**config.mk**
```make
export PLATFORM = sky130hd
export DESIGN_NAME = pvnr_regs
export DESIGN_NICKNAME = d
export VERILOG_FILES = /design/src/include/pvnr_pkg.sv /design/src/core/pvnr_regs.sv
export VERILOG_INCLUDE_DIRS = /design/src /design/src/include
export SDC_FILE = /design/constraint.sdc
export NUM_CORES = 1
export LEC_CHECK = 0
export BUFFER_PORTS_ARGS = -buffer_cell sky130_fd_sc_hd__buf_4
export CORE_AREA = 2 2 120 122
export DETAILED_ROUTE_END_ITERATION = 10
export DIE_AREA = 0 0 122 124
export PLACE_DENSITY = 0.71
export SYNTH_ARGS = -nofsm -noshare
export SYNTH_HDL_FRONTEND = slang
export SYNTH_SLANG_ARGS = --single-unit
```
**constraint.sdc**
```tcl
create_clock -name clk_sys -period 3.5 [get_ports clk_sys]
set_input_delay 0.175 -clock clk_sys [delete_from_list [all_inputs] [get_ports clk_sys]]
set_output_delay 0.175 -clock clk_sys [all_outputs]
set_load 0.05 [all_outputs]
```
**src/include/pvnr_consts.svh**
```systemverilog
// offsets, field positions and reset values of the vector number registers
`ifndef PVNR_CONSTS_SVH
`define PVNR_CONSTS_SVH

`define PVNR_ADDR_W        4
`define PVNR_OFF_WDOG      4'h0
`define PVNR_OFF_SER_RX    4'h2
`define PVNR_OFF_SER_TX    4'h4
`define PVNR_OFF_TMR_CC    4'h6
`define PVNR_OFF_TMR_OVF   4'h8
`define PVNR_HI_MSB        14
`define PVNR_HI_LSB        8
`define PVNR_LO_MSB        6
`define PVNR_LO_LSB        0
`define PVNR_VEC_W         7
`define PVNR_RESET_VAL     16'h0000
`define PVNR_VEC_ZERO      7'h00
`define PVNR_VEC_SCALE     2

`endif

```
**src/include/pvnr_pkg.sv**
```systemverilog
// types shared by the vector number register bank
package pvnr_pkg;
  // one code per peripheral interrupt source
  typedef enum logic [3:0] {
    PVNR_SRC_WDOG_INTERVAL = 4'h0,
    PVNR_SRC_REFRESH_CMP   = 4'h1,
    PVNR_SRC_SER_RXERR     = 4'h2,
    PVNR_SRC_SER_RXFULL    = 4'h3,
    PVNR_SRC_SER_TXEMPTY   = 4'h4,
    PVNR_SRC_SER_TXEND     = 4'h5,
    PVNR_SRC_TMR_CAPTURE   = 4'h6,
    PVNR_SRC_TMR_COMPARE   = 4'h7,
    PVNR_SRC_TMR_OVERFLOW  = 4'h8
  } pvnr_src_t;
endpackage

```
**src/core/pvnr_regs.sv**
```systemverilog
// vector number setting registers for on-chip peripheral interrupts
//
// Local design decisions: the register offsets and the address-and-strobe port.
`timescale 1ns/10ps
`include "pvnr_consts.svh"
// How it works
// - five 16-bit registers, read and written over the register port
// - watchdog/bus-compare register bits 14:8 hold watchdog interval vector
// - watchdog/bus-compare register bits 6:0 hold refresh compare vector
// - serial receive register bits 14:8 hold receive-error vector
// - serial receive register bits 6:0 hold receive-data-full vector
// - serial transmit register bits 14:8 hold transmit-empty vector
// - serial transmit register bits 6:0 hold transmit-end vector
// - timer capture/compare register bits 14:8 hold input-capture vector
// - timer capture/compare register bits 6:0 hold output-compare vector
// - timer overflow register bits 14:8 hold overflow vector
// - each vector field is seven bits, any value 0 to 127
// - reset clears every register to zero
// - standby leaves every register unchanged
// - bits 15 and 7 are reserved, read zero, ignore writes
// - overflow register bits 7:0 and 15 read zero
// - table address is vector base plus four times the vector
module pvnr_regs
  import pvnr_pkg::*;
#(
  parameter int ADDR_W = `PVNR_ADDR_W,
  parameter int BASE_W = 32
)
(
  input  wire logic              clk_sys,
  input  wire logic              reset_n,
  input  wire logic [ADDR_W-1:0] reg_addr,
  input  wire logic [15:0]       reg_wdata,
  input  wire logic              reg_wr,
  input  wire logic              reg_rd,
  output logic      [15:0]       reg_rdata,
  input  wire logic              standby,
  input  wire logic              irq_accept,
  input  wire logic [3:0]        irq_source,
  input  wire logic [BASE_W-1:0] vector_base_register,
  output logic      [6:0]        exc_vector,
  output logic                   exc_vector_valid,
  output logic      [BASE_W-1:0] exc_table_addr
);

  // elaboration guard: the offsets need four address bits, and a
  // seven-bit vector shifted by two needs nine bits of table address
  if (ADDR_W < `PVNR_ADDR_W || BASE_W < 9)
  begin : g_bad_params
    $error("pvnr_regs: address or base width too small");
  end

  // the seven-bit vector fields
  logic [6:0] wdog_interval_vector_ff;
  logic [6:0] buscmp_vector_ff;
  logic [6:0] serial_rxerr_vector_ff;
  logic [6:0] serial_rxfull_vector_ff;
  logic [6:0] serial_txempty_vector_ff;
  logic [6:0] serial_txend_vector_ff;
  logic [6:0] timer_capture_vector_ff;
  logic [6:0] timer_compare_vector_ff;
  logic [6:0] timer_overflow_vector_ff;
  logic [15:0] nxt_rdata;
  logic [6:0]  sel_vec;
  logic        sel_ok;
  logic [6:0]  hi_in;
  logic [6:0]  lo_in;
  // one write enable per register, decoded from the offset
  logic        wr_wdog;
  logic        wr_ser_rx;
  logic        wr_ser_tx;
  logic        wr_tmr_cc;
  logic        wr_tmr_ovf;

  // write-data field slices
  assign hi_in = reg_wdata[`PVNR_HI_MSB:`PVNR_HI_LSB];
  assign lo_in = reg_wdata[`PVNR_LO_MSB:`PVNR_LO_LSB];

  // write decode; a strobe to an unmapped offset enables nothing
  always_comb
  begin
    wr_wdog    = 1'b0;
    wr_ser_rx  = 1'b0;
    wr_ser_tx  = 1'b0;
    wr_tmr_cc  = 1'b0;
    wr_tmr_ovf = 1'b0;
    if (reg_wr)
    begin
      case (reg_addr)
        `PVNR_OFF_WDOG:    wr_wdog    = 1'b1;
        `PVNR_OFF_SER_RX:  wr_ser_rx  = 1'b1;
        `PVNR_OFF_SER_TX:  wr_ser_tx  = 1'b1;
        `PVNR_OFF_TMR_CC:  wr_tmr_cc  = 1'b1;
        `PVNR_OFF_TMR_OVF: wr_tmr_ovf = 1'b1;
        default:
        begin
          // unmapped writes are ignored
        end
      endcase
    end
  end

  // field registers; reserved write bits never reach them
  // watchdog interval field from bits 14:8
  pvnr_vec_field #(
    .W (`PVNR_VEC_W)
  ) wdog_interval_field_i (
    .clk_sys  (clk_sys),
    .reset_n  (reset_n),
    .wr_en    (wr_wdog),
    .wdata    (hi_in),
    .field_ff (wdog_interval_vector_ff)
  );

  // refresh compare field from bits 6:0
  pvnr_vec_field #(
    .W (`PVNR_VEC_W)
  ) buscmp_field_i (
    .clk_sys  (clk_sys),
    .reset_n  (reset_n),
    .wr_en    (wr_wdog),
    .wdata    (lo_in),
    .field_ff (buscmp_vector_ff)
  );

  pvnr_vec_field #(
    .W (`PVNR_VEC_W)
  ) serial_rxerr_field_i (
    .clk_sys  (clk_sys),
    .reset_n  (reset_n),
    .wr_en    (wr_ser_rx),
    .wdata    (hi_in),
    .field_ff (serial_rxerr_vector_ff)
  );

  pvnr_vec_field #(
    .W (`PVNR_VEC_W)
  ) serial_rxfull_field_i (
    .clk_sys  (clk_sys),
    .reset_n  (reset_n),
    .wr_en    (wr_ser_rx),
    .wdata    (lo_in),
    .field_ff (serial_rxfull_vector_ff)
  );

  pvnr_vec_field #(
    .W (`PVNR_VEC_W)
  ) serial_txempty_field_i (
    .clk_sys  (clk_sys),
    .reset_n  (reset_n),
    .wr_en    (wr_ser_tx),
    .wdata    (hi_in),
    .field_ff (serial_txempty_vector_ff)
  );

  pvnr_vec_field #(
    .W (`PVNR_VEC_W)
  ) serial_txend_field_i (
    .clk_sys  (clk_sys),
    .reset_n  (reset_n),
    .wr_en    (wr_ser_tx),
    .wdata    (lo_in),
    .field_ff (serial_txend_vector_ff)
  );

  pvnr_vec_field #(
    .W (`PVNR_VEC_W)
  ) timer_capture_field_i (
    .clk_sys  (clk_sys),
    .reset_n  (reset_n),
    .wr_en    (wr_tmr_cc),
    .wdata    (hi_in),
    .field_ff (timer_capture_vector_ff)
  );

  pvnr_vec_field #(
    .W (`PVNR_VEC_W)
  ) timer_compare_field_i (
    .clk_sys  (clk_sys),
    .reset_n  (reset_n),
    .wr_en    (wr_tmr_cc),
    .wdata    (lo_in),
    .field_ff (timer_compare_vector_ff)
  );

  // overflow field; the low write byte has no store
  pvnr_vec_field #(
    .W (`PVNR_VEC_W)
  ) timer_overflow_field_i (
    .clk_sys  (clk_sys),
    .reset_n  (reset_n),
    .wr_en    (wr_tmr_ovf),
    .wdata    (hi_in),
    .field_ff (timer_overflow_vector_ff)
  );

  // read mux; unmapped offsets read zero
  // reserved bits 15 and 7 read zero
  // overflow register low byte reads zero
  always_comb
  begin
    nxt_rdata = `PVNR_RESET_VAL;
    case (reg_addr)
      `PVNR_OFF_WDOG:
        nxt_rdata = {1'b0, wdog_interval_vector_ff, 1'b0, buscmp_vector_ff};
      `PVNR_OFF_SER_RX:
        nxt_rdata = {1'b0, serial_rxerr_vector_ff, 1'b0,
                     serial_rxfull_vector_ff};
      `PVNR_OFF_SER_TX:
        nxt_rdata = {1'b0, serial_txempty_vector_ff, 1'b0,
                     serial_txend_vector_ff};
      `PVNR_OFF_TMR_CC:
        nxt_rdata = {1'b0, timer_capture_vector_ff, 1'b0,
                     timer_compare_vector_ff};
      `PVNR_OFF_TMR_OVF:
        nxt_rdata = {1'b0, timer_overflow_vector_ff, 8'h00};
      default:
        nxt_rdata = `PVNR_RESET_VAL;
    endcase
  end

  // read data stands only in the cycle after the strobe
  always_ff @(posedge clk_sys or negedge reset_n)
  begin
    if (!reset_n)
      reg_rdata <= `PVNR_RESET_VAL;
    else if (reg_rd)
      reg_rdata <= nxt_rdata;
    else
      reg_rdata <= `PVNR_RESET_VAL;
  end

  // source to vector lookup
  always_comb
  begin
    sel_ok  = 1'b1;
    sel_vec = `PVNR_VEC_ZERO;
    case (irq_source)
      PVNR_SRC_WDOG_INTERVAL: sel_vec = wdog_interval_vector_ff;
      PVNR_SRC_REFRESH_CMP:   sel_vec = buscmp_vector_ff;
      PVNR_SRC_SER_RXERR:     sel_vec = serial_rxerr_vector_ff;
      PVNR_SRC_SER_RXFULL:    sel_vec = serial_rxfull_vector_ff;
      PVNR_SRC_SER_TXEMPTY:   sel_vec = serial_txempty_vector_ff;
      PVNR_SRC_SER_TXEND:     sel_vec = serial_txend_vector_ff;
      PVNR_SRC_TMR_CAPTURE:   sel_vec = timer_capture_vector_ff;
      PVNR_SRC_TMR_COMPARE:   sel_vec = timer_compare_vector_ff;
      PVNR_SRC_TMR_OVERFLOW:  sel_vec = timer_overflow_vector_ff;
      default:                sel_ok  = 1'b0;
    endcase
  end

  // vector handed to the core one cycle after acceptance
  // present programmed vector on accept
  // table address = base + vector * 4
  always_ff @(posedge clk_sys or negedge reset_n)
  begin
    if (!reset_n)
    begin
      exc_vector       <= `PVNR_VEC_ZERO;
      exc_vector_valid <= 1'b0;
      exc_table_addr   <= '0;
    end
    else
    begin
      exc_vector_valid <= irq_accept && sel_ok;
      if (irq_accept && sel_ok)
      begin
        exc_vector     <= sel_vec;
        exc_table_addr <= vector_base_register
                          + (BASE_W'(sel_vec) << `PVNR_VEC_SCALE);
      end
    end
  end

endmodule // pvnr_regs

// one vector-number field: async clear, loaded on its write enable
module pvnr_vec_field
  import pvnr_pkg::*;
#(
  parameter int W = `PVNR_VEC_W
)
(
  input  wire logic         clk_sys,
  input  wire logic         reset_n,
  input  wire logic         wr_en,
  input  wire logic [W-1:0] wdata,
  output logic      [W-1:0] field_ff
);

  // a field of no bits cannot hold a vector
  if (W < 1)
  begin : g_bad_width
    $error("pvnr_vec_field: field width must be positive");
  end

  // standby is not a reset term, so contents persist
  // full field width stored, every code legal
  always_ff @(posedge clk_sys or negedge reset_n)
  begin
    if (!reset_n)
      field_ff <= '0;
    else if (wr_en)
      field_ff <= wdata;
  end

endmodule // pvnr_vec_field

```
== After elaboration in Yosys (flattened, before gate mapping) ==
Index checks and enable logic that the tools add are counted.

* Reduce and logical (&&, ||, !) cells: 4
* Bitwise logic cells: 0
* Mux-type cells: 14
* Eq/ne operators: 12
* Add/subtract/negate cells: 1
* Multipliers: 0
* Magnitude comparators: 0
* Shift operators: 0
* Div/mod/pow operators: 0

{| class="wikitable"
|+ Operators by type and width
! kind !! number
|-
| 15-bit one-hot mux with 5 select lines || 1
|-
| 7-bit one-hot mux with 9 select lines || 1
|-
| 32-bit by 9-bit adder with 32-bit output || 1
|-
| 4-bit by 3-bit equality test with 1-bit output (second input constant) || 6
|-
| 16-bit two-way mux || 1
|-
| 4-bit by 2-bit equality test with 1-bit output (second input constant) || 3
|-
| 1-bit two-way mux || 11
|-
| 9-bit OR reduction || 1
|-
| 4-bit equality test (second input constant) || 2
|-
| 4-bit zero test || 2
|-
| 4-bit by 1-bit equality test with 1-bit output (second input constant) || 1
|-
| 1-bit logical AND || 1
|}

* Output and inout port bits: 56
* Bits in read-only memories: 0
* Register bits: 119
* Input bits: 62
* Word-level logic and storage cells: 44
* Memory bits (writable): 0
* Memories: 0
* Latch bits: 0

== Logic depth before layout (Yosys ltp) ==
Gate-level depths: netlist of run 1.

* Depth in word-level cells: 4
* Depth in mapped cells: 14
* Mapped depth without buffers: 11

== Cells and area by module ==
Synthesis of run 1 repeated with hierarchy kept, for this count alone.

* Cell total of the unflattened synthesis: 532
* Area, all modules: 6208.5 µm²

{| class="wikitable"
|+ Modules (own cells, without submodules)
! module !! seq. area each (µm²) !! area each (µm²) !! times used !! cells each
|-
| pvnr_regs || 1351.3 || 3584.7 || 1 || 397
|-
| pvnr_vec_field || 175.2 || 291.5 || 9 || 15
|}

== Worst setup path after synthesis of run 1 ==
No wires, ideal clock.

* Path type: input -> register
* From: in irq_source[1]
* To: reg exc_table_addr[28]
* Cell stages on the path: 14
* Buffers on the path: 3
* Data required time: 3.359 ns
* Slack: 0.458 ns
* Library setup time: 0.141 ns
* Data arrival time: 2.901 ns
* Path through: buf_2 > buf_2 > mux2_2 > a22oi_1 > o211ai_1 > a21boi_1 > ha_1 > fa_1 > a21o_1 > a21o_1 > o21ai_1 > clkbuf_1 > or4_1 > a31oi_1

* Elaborated cells between the ends (all ways): 14
* Those cells by class: 1 x add/sub; 8 x eq/ne; 2 x mux; 3 x reduce/logical

{| class="wikitable"
|+ RTL lines
! element !! RTL line !! RTL
|-
| from (decl) || pvnr_regs.sv:39 || <nowiki>input wire logic [3:0] irq_source,</nowiki>
|-
| 4-bit equality test, or another cell as far along || pvnr_regs.sv:238 || <nowiki>case (irq_source)</nowiki>
|-
| 7-bit one-hot mux with 9 select lines (*) || pvnr_regs.sv:238 ||
|-
| net sel_vec[0] || pvnr_regs.sv:64 || <nowiki>logic [6:0] sel_vec;</nowiki>
|-
| 32-bit by 9-bit adder with 32-bit output (*) || pvnr_regs.sv:269 || <nowiki>exc_table_addr <= vector_base_register</nowiki>
|-
| to (signal assigned) || pvnr_regs.sv:269 ||
|-
| to (decl) || pvnr_regs.sv:43 || <nowiki>output logic [BASE_W-1:0] exc_table_addr</nowiki>
|}

The timed path passes the listed nets; every way through them passes the cells marked *.
A chain may end at the register's enable or synchronous reset.

== Worst setup path in the final report of run 1 ==
* From: reg timer_compare_field_i.field_ff[3]
* To: reg exc_table_addr[31]

* Word-level cells in the longest chain between the ends: 2

{| class="wikitable"
|+ Ends and longest elaborated chain
! element !! RTL line !! RTL
|-
| from (decl) || pvnr_regs.sv:288 || <nowiki>output logic [W-1:0] field_ff</nowiki>
|-
| from (signal assigned) || pvnr_regs.sv:304 || <nowiki>field_ff <= wdata;</nowiki>
|-
| 7-bit one-hot mux with 9 select lines || pvnr_regs.sv:238 ||
|-
| net sel_vec[3] || pvnr_regs.sv:64 ||
|-
| 32-bit by 9-bit adder with 32-bit output || pvnr_regs.sv:269 ||
|}

The timed path passes the listed nets, and every way through them passes these cells.

==> flow_summary.yaml, run 1 <==
clock_network:
  cts_buffer_depth: 2
  clkLatencyLatePin_ps: 410
  cts_max_level: 4
  root_buffer: "clkbuf_16"
  cts_resized: 0
  path_clk_slew_ps: 50
  cts_setup_buffers: 0
  hold_buffers: 11
  cts_tree: "done"
  cts_buffers: 17
  clock_sinks: 117
worst_setup_path:
  crit_arrival_ps: 3490
  start_kind: "flip-flop"
  worstReg2RegStart: "timer_compare_field_i.field_ff[3]$_DFFE_PN0P_"
  path_cells: "mux2i_1 -> o2bb2ai_1 -> a221oi_1 -> o21ai_1 -> ha_1 -> o211ai_2 -> o21a_4 -> a211o_4 -> or4_1 -> a31oi_1"
  cp_max_fo: 18
  crit_path_end_kind: "flip-flop"
  cp.required_ps: 3830
  critPathMaxStageDelay_ps: 490
  r2r_cells: 10
  r2r_slack_ps: 330
  slowest_stage: "or4_1"
  timing.rr.end: "exc_table_addr[31]$_DFFE_PN0P_"
  critPathKind: "flip-flop to flip-flop"
global_route:
  grt-ovfl-total: 0
  grt_usage_pct: 21.9
  grt_pass1_wl_um: 25200
  grt_pass1_vias: 4947
  antenna_found_initial: 0
  grt_max_degree: 60
sta:
  fmax_mhz: 316
  worst_clock_skew_ps: 5.41
  final-setup-viol-count: 0
  min_period_over_period_pct: 90.5
  max-slew-margin-rel_pct: 44.2
  rsz0062_at_grt: "no"
  hold_viol: 0
  finalWorstSetupSlack_ps: 334
  setup_tns_ps: 0
  worstMarginPinSlew_ps: 835
  drv_slew: 0
  finalCriticalPeriod_ps: 3170
hold_path:
  min_to: "timer_overflow_field_i.field_ff[5]$_DFFE_PN0P_"
  hold_class: "input port to flip-flop"
  hold_start: "reg_wdata[13]"
  hold_depth: 2
synth:
  synthTopCellsByArea: "dfrtp_1 48%, mux2_1 10%, mux2i_1 4.4%"
  yosys.cell_types.count: 65
  synth_most_common_cell: "dfrtp_1"
  yosysTopAreaCell: "dfrtp_1"
  synth_ff_type: "dfrtp_1"
  netlist_area_um2: 6070
  async_flop_share_pct: 100
  synthTopCellsByCount: "117 x dfrtp_1, 58 x nand2_1, 56 x mux2_1"
  yosysTopAreaCellShare_pct: 48.2
  ys_ff_latch: 117
  synth_warnings: 0
  avgSynthCellArea_um2: 11.1
  ys_seq_area_share_pct: 48.2
  netlist_instances: 547
  synth-edff-count: 0
floorplanning:
  initial_core_util_pct: 44.3
  die-area_um2: 15100
  rows: 43
  die_w_um: 122
  num_io_pins: 118
  fp.coreArea_um2: 13700
  die_h_um: 124
detailed_routing:
  viasPerCell: 5.68
  postRouteAntennaNets: 0
  firstDrtPassIters: 5
  routedWlPerCell_um: 18.4
  vias: 4920
  drt-total-wl_um: 16000
  first_iter_violations: 456
  drc: 0
cells_and_area:
  fin_nets: 744
  insertedDiodeCount: 0
  area_growth_pct: 29.5
  num-fill-cells: 1132
  drive_above_1_share_pct: 29.0
status:
  outcome: "finished, final reports clean"
placement:
  gp_congestion: 0.914
  place_hpwl_um: 11300
  dpl_worst_slack_ps: 208
  numPortBuffers: 112
job:
  cap_violations: 0
pwr:
  power.density_nw_per_um2: 609
  p_leak_uw: 0.00355
  ir_drop_uv: 359
==> sequential cells by signal (all words and copies together) (netlist names) <==
name                             count
timer_overflow_field_i.field_ff      7
serial_rxerr_field_i.field_ff        7
exc_vector_valid                     1
serial_rxfull_field_i.field_ff       7
reg_rdata                           14
timer_compare_field_i.field_ff       7
buscmp_field_i.field_ff              7
timer_capture_field_i.field_ff       7
serial_txend_field_i.field_ff        7
exc_table_addr                      32
exc_vector                           7
wdog_interval_field_i.field_ff       7
serial_txempty_field_i.field_ff      7
==> per-layer routing <==
| layer | track usage, % | wire length [um] | vias up |
|---|---|---|---|
| met2 | 37.8 | 7880 | 189 |
| met5 | 0 | 0 | - |
| met4 | 8.12 | 258 | 0 |
| li1 | - | - | 2276 |
| met3 | 4.95 | 1010 | 25 |
| met1 | 26.9 | 6810 | 2430 |
==> kinds of logic (layout without fill, tap and decap cells) <==
family,after synthesis,after routing,share of synthesized area (%)
and+or+nand+nor,139,139,11.3
AOI/OAI and AO/OA,121,121,13.3
DFF,117,117,48.2
muxes,108,108,20.2
buffers and inverters,39,177,3.17
xor gates and xnor gates,14,14,2.02
adders and majority gates,8,8,1.77
other,1,2,0.0617
==> area by class of cell <==
type                       instances  area, um2  area share [%]
multi-input combinational        392       2960            37.6
sequential                       117       2930            37.2
timing repair buffer             139       1080            13.8
clock buffer                      22        494            6.28
tap                              180        225            2.86
clock inverter                     9        148            1.88
inverter                           7       31.3           0.398
==> power breakdown <==
group | leakage, uW | switching (uW) | internal [uW] | total, uW
clock network | 0.000318 | 588 | 1280 | 1860
logic | 0.00179 | 680 | 459 | 1140
registers | 0.00145 | 181 | 1610 | 1790
==> through the flow <==
| step | cell area, um2 | total power [uW] | util, % | hold slack [ps] | cells |
|---|---|---|---|---|---|
| after floorplan | 6080 | 2530 | - | -121 | 548 |
| after global placement | 7120 | 2890 | 51.9 | 300 | 824 |
| after detailed placement | 7120 | 2940 | 51.9 | 312 | 824 |
| after CTS | 7870 | 4830 | 57.3 | 0.367 | 866 |
| after global routing | 7870 | 5000 | 57.3 | 13.4 | 866 |
| final | 7870 | 4790 | 57.3 | 16.8 | 866 |
==> cells in the final DEF, fill, tap and decap left out, types with 5 or more instances in the layout <==
cell and instances:
o22ai_1 7, clkbuf_8 5, xnor2_1 5, o211ai_1 7, dfrtp_1 117, dlygate4sd3_1 11, xor2_1 9, clkbuf_16 17
ha_1 7, or3_1 8, buf_4 127, nand2_1 58, o21ai_1 23, nand3_1 10, a31oi_1 12, or4_1 8
o21ai_0 9, mux2_2 21, a22oi_1 10, mux2i_1 27, mux2_1 56, nand4_1 5, nor2_1 32, a21oi_1 19
==> worst max path at each step <==
stage	startpoint	end	slack, ps	cells after the start
after floorplan	irq_source[1]	exc_table_addr[28]$_DFFE_PN0P_	460	14
after global placement	irq_source[1]	exc_table_addr[31]$_DFFE_PN0P_	240	11
after detailed placement	irq_source[1]	exc_table_addr[31]$_DFFE_PN0P_	210	11
after CTS	serial_rxfull_field_i.field_ff[1]$_DFFE_PN0P_	exc_table_addr[31]$_DFFE_PN0P_	350	10
after global routing	serial_rxfull_field_i.field_ff[1]$_DFFE_PN0P_	exc_table_addr[31]$_DFFE_PN0P_	200	10
final	timer_compare_field_i.field_ff[3]$_DFFE_PN0P_	exc_table_addr[31]$_DFFE_PN0P_	330	10
==> worst max-delay path, delay by kind of cell, from the launching register on <==
| kind | cells | cell delay, ps |
|---|---|---|
| flip-flops | 1 | 390 |
| adder cells (fa/ha/maj) | 1 | 410 |
| AO/OA/AOI/OAI | 7 | 1500 |
| AND/OR/NAND/NOR | 1 | 490 |
| multiplexers | 1 | 290 |
(Power assumes the default switching activity.)
==> run 2, diff against run 1 <==
--- a/config.mk
+++ b/config.mk
@@ -10,7 +10,7 @@
 export CORE_AREA = 2 2 120 122
 export DETAILED_ROUTE_END_ITERATION = 10
 export DIE_AREA = 0 0 122 124
-export PLACE_DENSITY = 0.71
+export PLACE_DENSITY = 0.73
 export SYNTH_ARGS = -nofsm -noshare
 export SYNTH_HDL_FRONTEND = slang
 export SYNTH_SLANG_ARGS = --single-unit
==> constraint.sdc (replaced) <==
create_clock -name clk_sys -period 2.6 [get_ports clk_sys]
set_input_delay 0.13 -clock clk_sys [delete_from_list [all_inputs] [get_ports clk_sys]]
set_output_delay 0.13 -clock clk_sys [all_outputs]
set_load 0.05 [all_outputs]
==> run 2 against run 1 <==
Against the previous run: the run now ends with setup timing left; non-clock buffer count up 96; count of clock-buffer cells in the layout increased by 4; power up 39%; sequential share of layout area down 4.3 points; global-route usage rose by 1.9 points; final area up 13%; core utilization increased by 7.4 points; combinational power increased by 76%; worst setup slack got worse by 630 ps; critical endpoint unchanged.
==> flow_summary.yaml, run 2 (synthesis results as in run 1) <==
cells_and_area:
  area_growth_pct: 46.3
  largest_reg_flops: 32
  reg_top3: "exc_table_addr: 32 flops, reg_rdata: 14 flops"
  regMostFlops: "exc_table_addr"
  layout_commonest_cell: "buf_4"
  mostFrequentLayoutCells: "202 x buf_4, 117 x dfrtp_1, 58 x nand2_1, 54 x mux2_1, 32 x nor2_1"
  insertedDiodeCount: 0
  post-route-util_pct: 64.8
  num-fill-cells: 1070
  drive_above_1_share_pct: 39.9
  fin_nets: 841
  stdcell_count: 962
pwr:
  power.density_nw_per_um2: 750
  comb_power_share_pct: 30.1
  p_leak_uw: 0.00405
  power.internal_uw: 4590
  p_sw_uw: 2080
  seqPwrFrac_pct: 35.9
  finalPower_uw: 6660
  p_clk_share_pct: 34.0
  ir_drop_uv: 443
  p_sw_share_pct: 31.2
global_route:
  use_met2_pct: 41.5
  met1_usage_pct: 29.0
  antenna_found_initial: 0
  grt_max_degree: 56
  grt_usage_pct: 23.9
  grt-ovfl-total: 0
  grt_pass1_vias: 5341
  grt_busiest_layer: "met2"
  grt_pass1_wl_um: 27400
  grtUsageMet3_pct: 5.54
floorplanning:
  die_h_um: 124
  die-area_um2: 15100
  fp.coreArea_um2: 13700
  initial_core_util_pct: 44.3
  num_io_pins: 118
  die_w_um: 122
  rows: 43
job:
  cap_violations: 0
worst_setup_path:
  path_buf_inv: 0
  start_kind: "flip-flop"
  critPathMaxStageDelay_ps: 490
  cpLargestDelayFamily: "compound AO/OA/AOI/OAI gates"
  cp.required_ps: 2940
  path_cells: "mux4_2 -> nand2_1 -> o211ai_1 -> a21boi_4 -> ha_4 -> o211ai_2 -> o21a_4 -> a211o_4 -> or4_4 -> a31oi_2"
  cp_max_fo: 5
  crit_arrival_ps: 3230
  slowest_stage: "or4_4"
  crit_path_end_kind: "flip-flop"
  critPathKind: "flip-flop to flip-flop"
sta:
  min_period_over_period_pct: 111
  drv_slew: 0
  final-setup-viol-count: 24
  rsz0062_at_grt: "yes"
  worst_clock_skew_ps: 10.1
  hold_viol: 0
  finalWorstSetupSlack_ps: -292
  max-slew-margin-rel_pct: 50.1
  fmax_mhz: 346
  worstMarginPinSlew_ps: 748
  finalCriticalPeriod_ps: 2890
clock_network:
  path_clk_slew_ps: 50
  cts_max_level: 4
  clkLatencyLatePin_ps: 420
  cts_tree: "done"
  clock_sinks: 117
  cts_buffer_depth: 2
  root_buffer: "clkbuf_16"
  cts_buffers: 17
detailed_routing:
  drc: 0
  postRouteAntennaNets: 0
  viasPerCell: 5.54
  vias: 5325
  firstDrtPassIters: 6
  first_iter_violations: 337
  drt-total-wl_um: 17500
  routedWlPerCell_um: 18.2
status:
  outcome: "complete, but fails checks"
  violations: "setup timing"
placement:
  place_hpwl_um: 12000
  gp_congestion: 0.850
  dp_cells: 898
  numPortBuffers: 112
  dpl_worst_slack_ps: -353
hold_path:
  hold_class: "input port to flip-flop"
[run 2: worst reg2reg max path, stage by stage, from the launching register on]
cell	delay, ps
dfrtp_1	390
mux4_2	470
nand2_1	80
o211ai_1	90
a21boi_4	160
ha_4	300
o211ai_2	90
o21a_4	230
a211o_4	360
or4_4	490
a31oi_2	150
[run 2: timing repair]
item / CTS / global route
gates resized for setup: 16 / 22
endpoints found under the setup margin: 24 / 26
pin swaps: 25 / 26
endpoints found under the hold margin: 127 / 0
setup buffers: 7 / 1
cloned: 1 / 0
hold buffers: 26 / 0
[run 2: final timing paths]
path                                                                from                        endpoint  slack, ps  depth (start not counted)
setup / recovery           timer_capture_field_i.field_ff[4]$_DFFE_PN0P_  exc_table_addr[31]$_DFFE_PN0P_       -290                         10
hold / removal                                  vector_base_register[24]  exc_table_addr[24]$_DFFE_PN0P_         20                          3
setup reg to reg           timer_capture_field_i.field_ff[4]$_DFFE_PN0P_  exc_table_addr[31]$_DFFE_PN0P_       -290                         10
hold reg to reg                           exc_table_addr[14]$_DFFE_PN0P_  exc_table_addr[14]$_DFFE_PN0P_        490                          2
max in group asynchronous                                        reset_n  exc_table_addr[14]$_DFFE_PN0P_       1460                          3
min in group asynchronous                                        reset_n       exc_vector[2]$_DFFE_PN0P_        340                          2
[run 2: cell type report]
| cell class | instances | area (um2) | share of cell area, % |
|---|---|---|---|
| Clock buffer | 26 | 499 | 5.62 |
| Clock inverter | 4 | 70.1 | 0.788 |
| Inverter | 7 | 31.3 | 0.352 |
| Multi-Input combinational cell | 393 | 3250 | 36.6 |
| Sequential cell | 117 | 2930 | 32.9 |
| Tap cell | 180 | 225 | 2.53 |
| Timing Repair Buffer | 235 | 1880 | 21.2 |
[run 2: power by group through the flow]
stage | Clock (uW) | Sequential, uW | Combinational [uW]
final | 2270 | 2390 | 2010
after CTS | 2300 | 2380 | 1960
after floorplan | 0 | 2740 | 689
after detailed placement | 0 | 2410 | 1860
after global placement | 0 | 2390 | 1810
after global routing | 2390 | 2420 | 2140
[run 2: stage by stage]
step	TNS [ps]	hold WS [ps]	cell area [um2]
floorplan	-1880	-166	6180
global placement	-4180	240	7760
detailed placement	-5110	247	7760
CTS	-4360	6.79	8760
global route	-6850	23.9	8890
finish	-4530	22.3	8890
[run 2: layer usage]
layer	wire length (um)	up-vias
met5	0	-
met1	7230	2620
li1	-	2460
met2	8780	211
met3	1140	34
met4	366	0
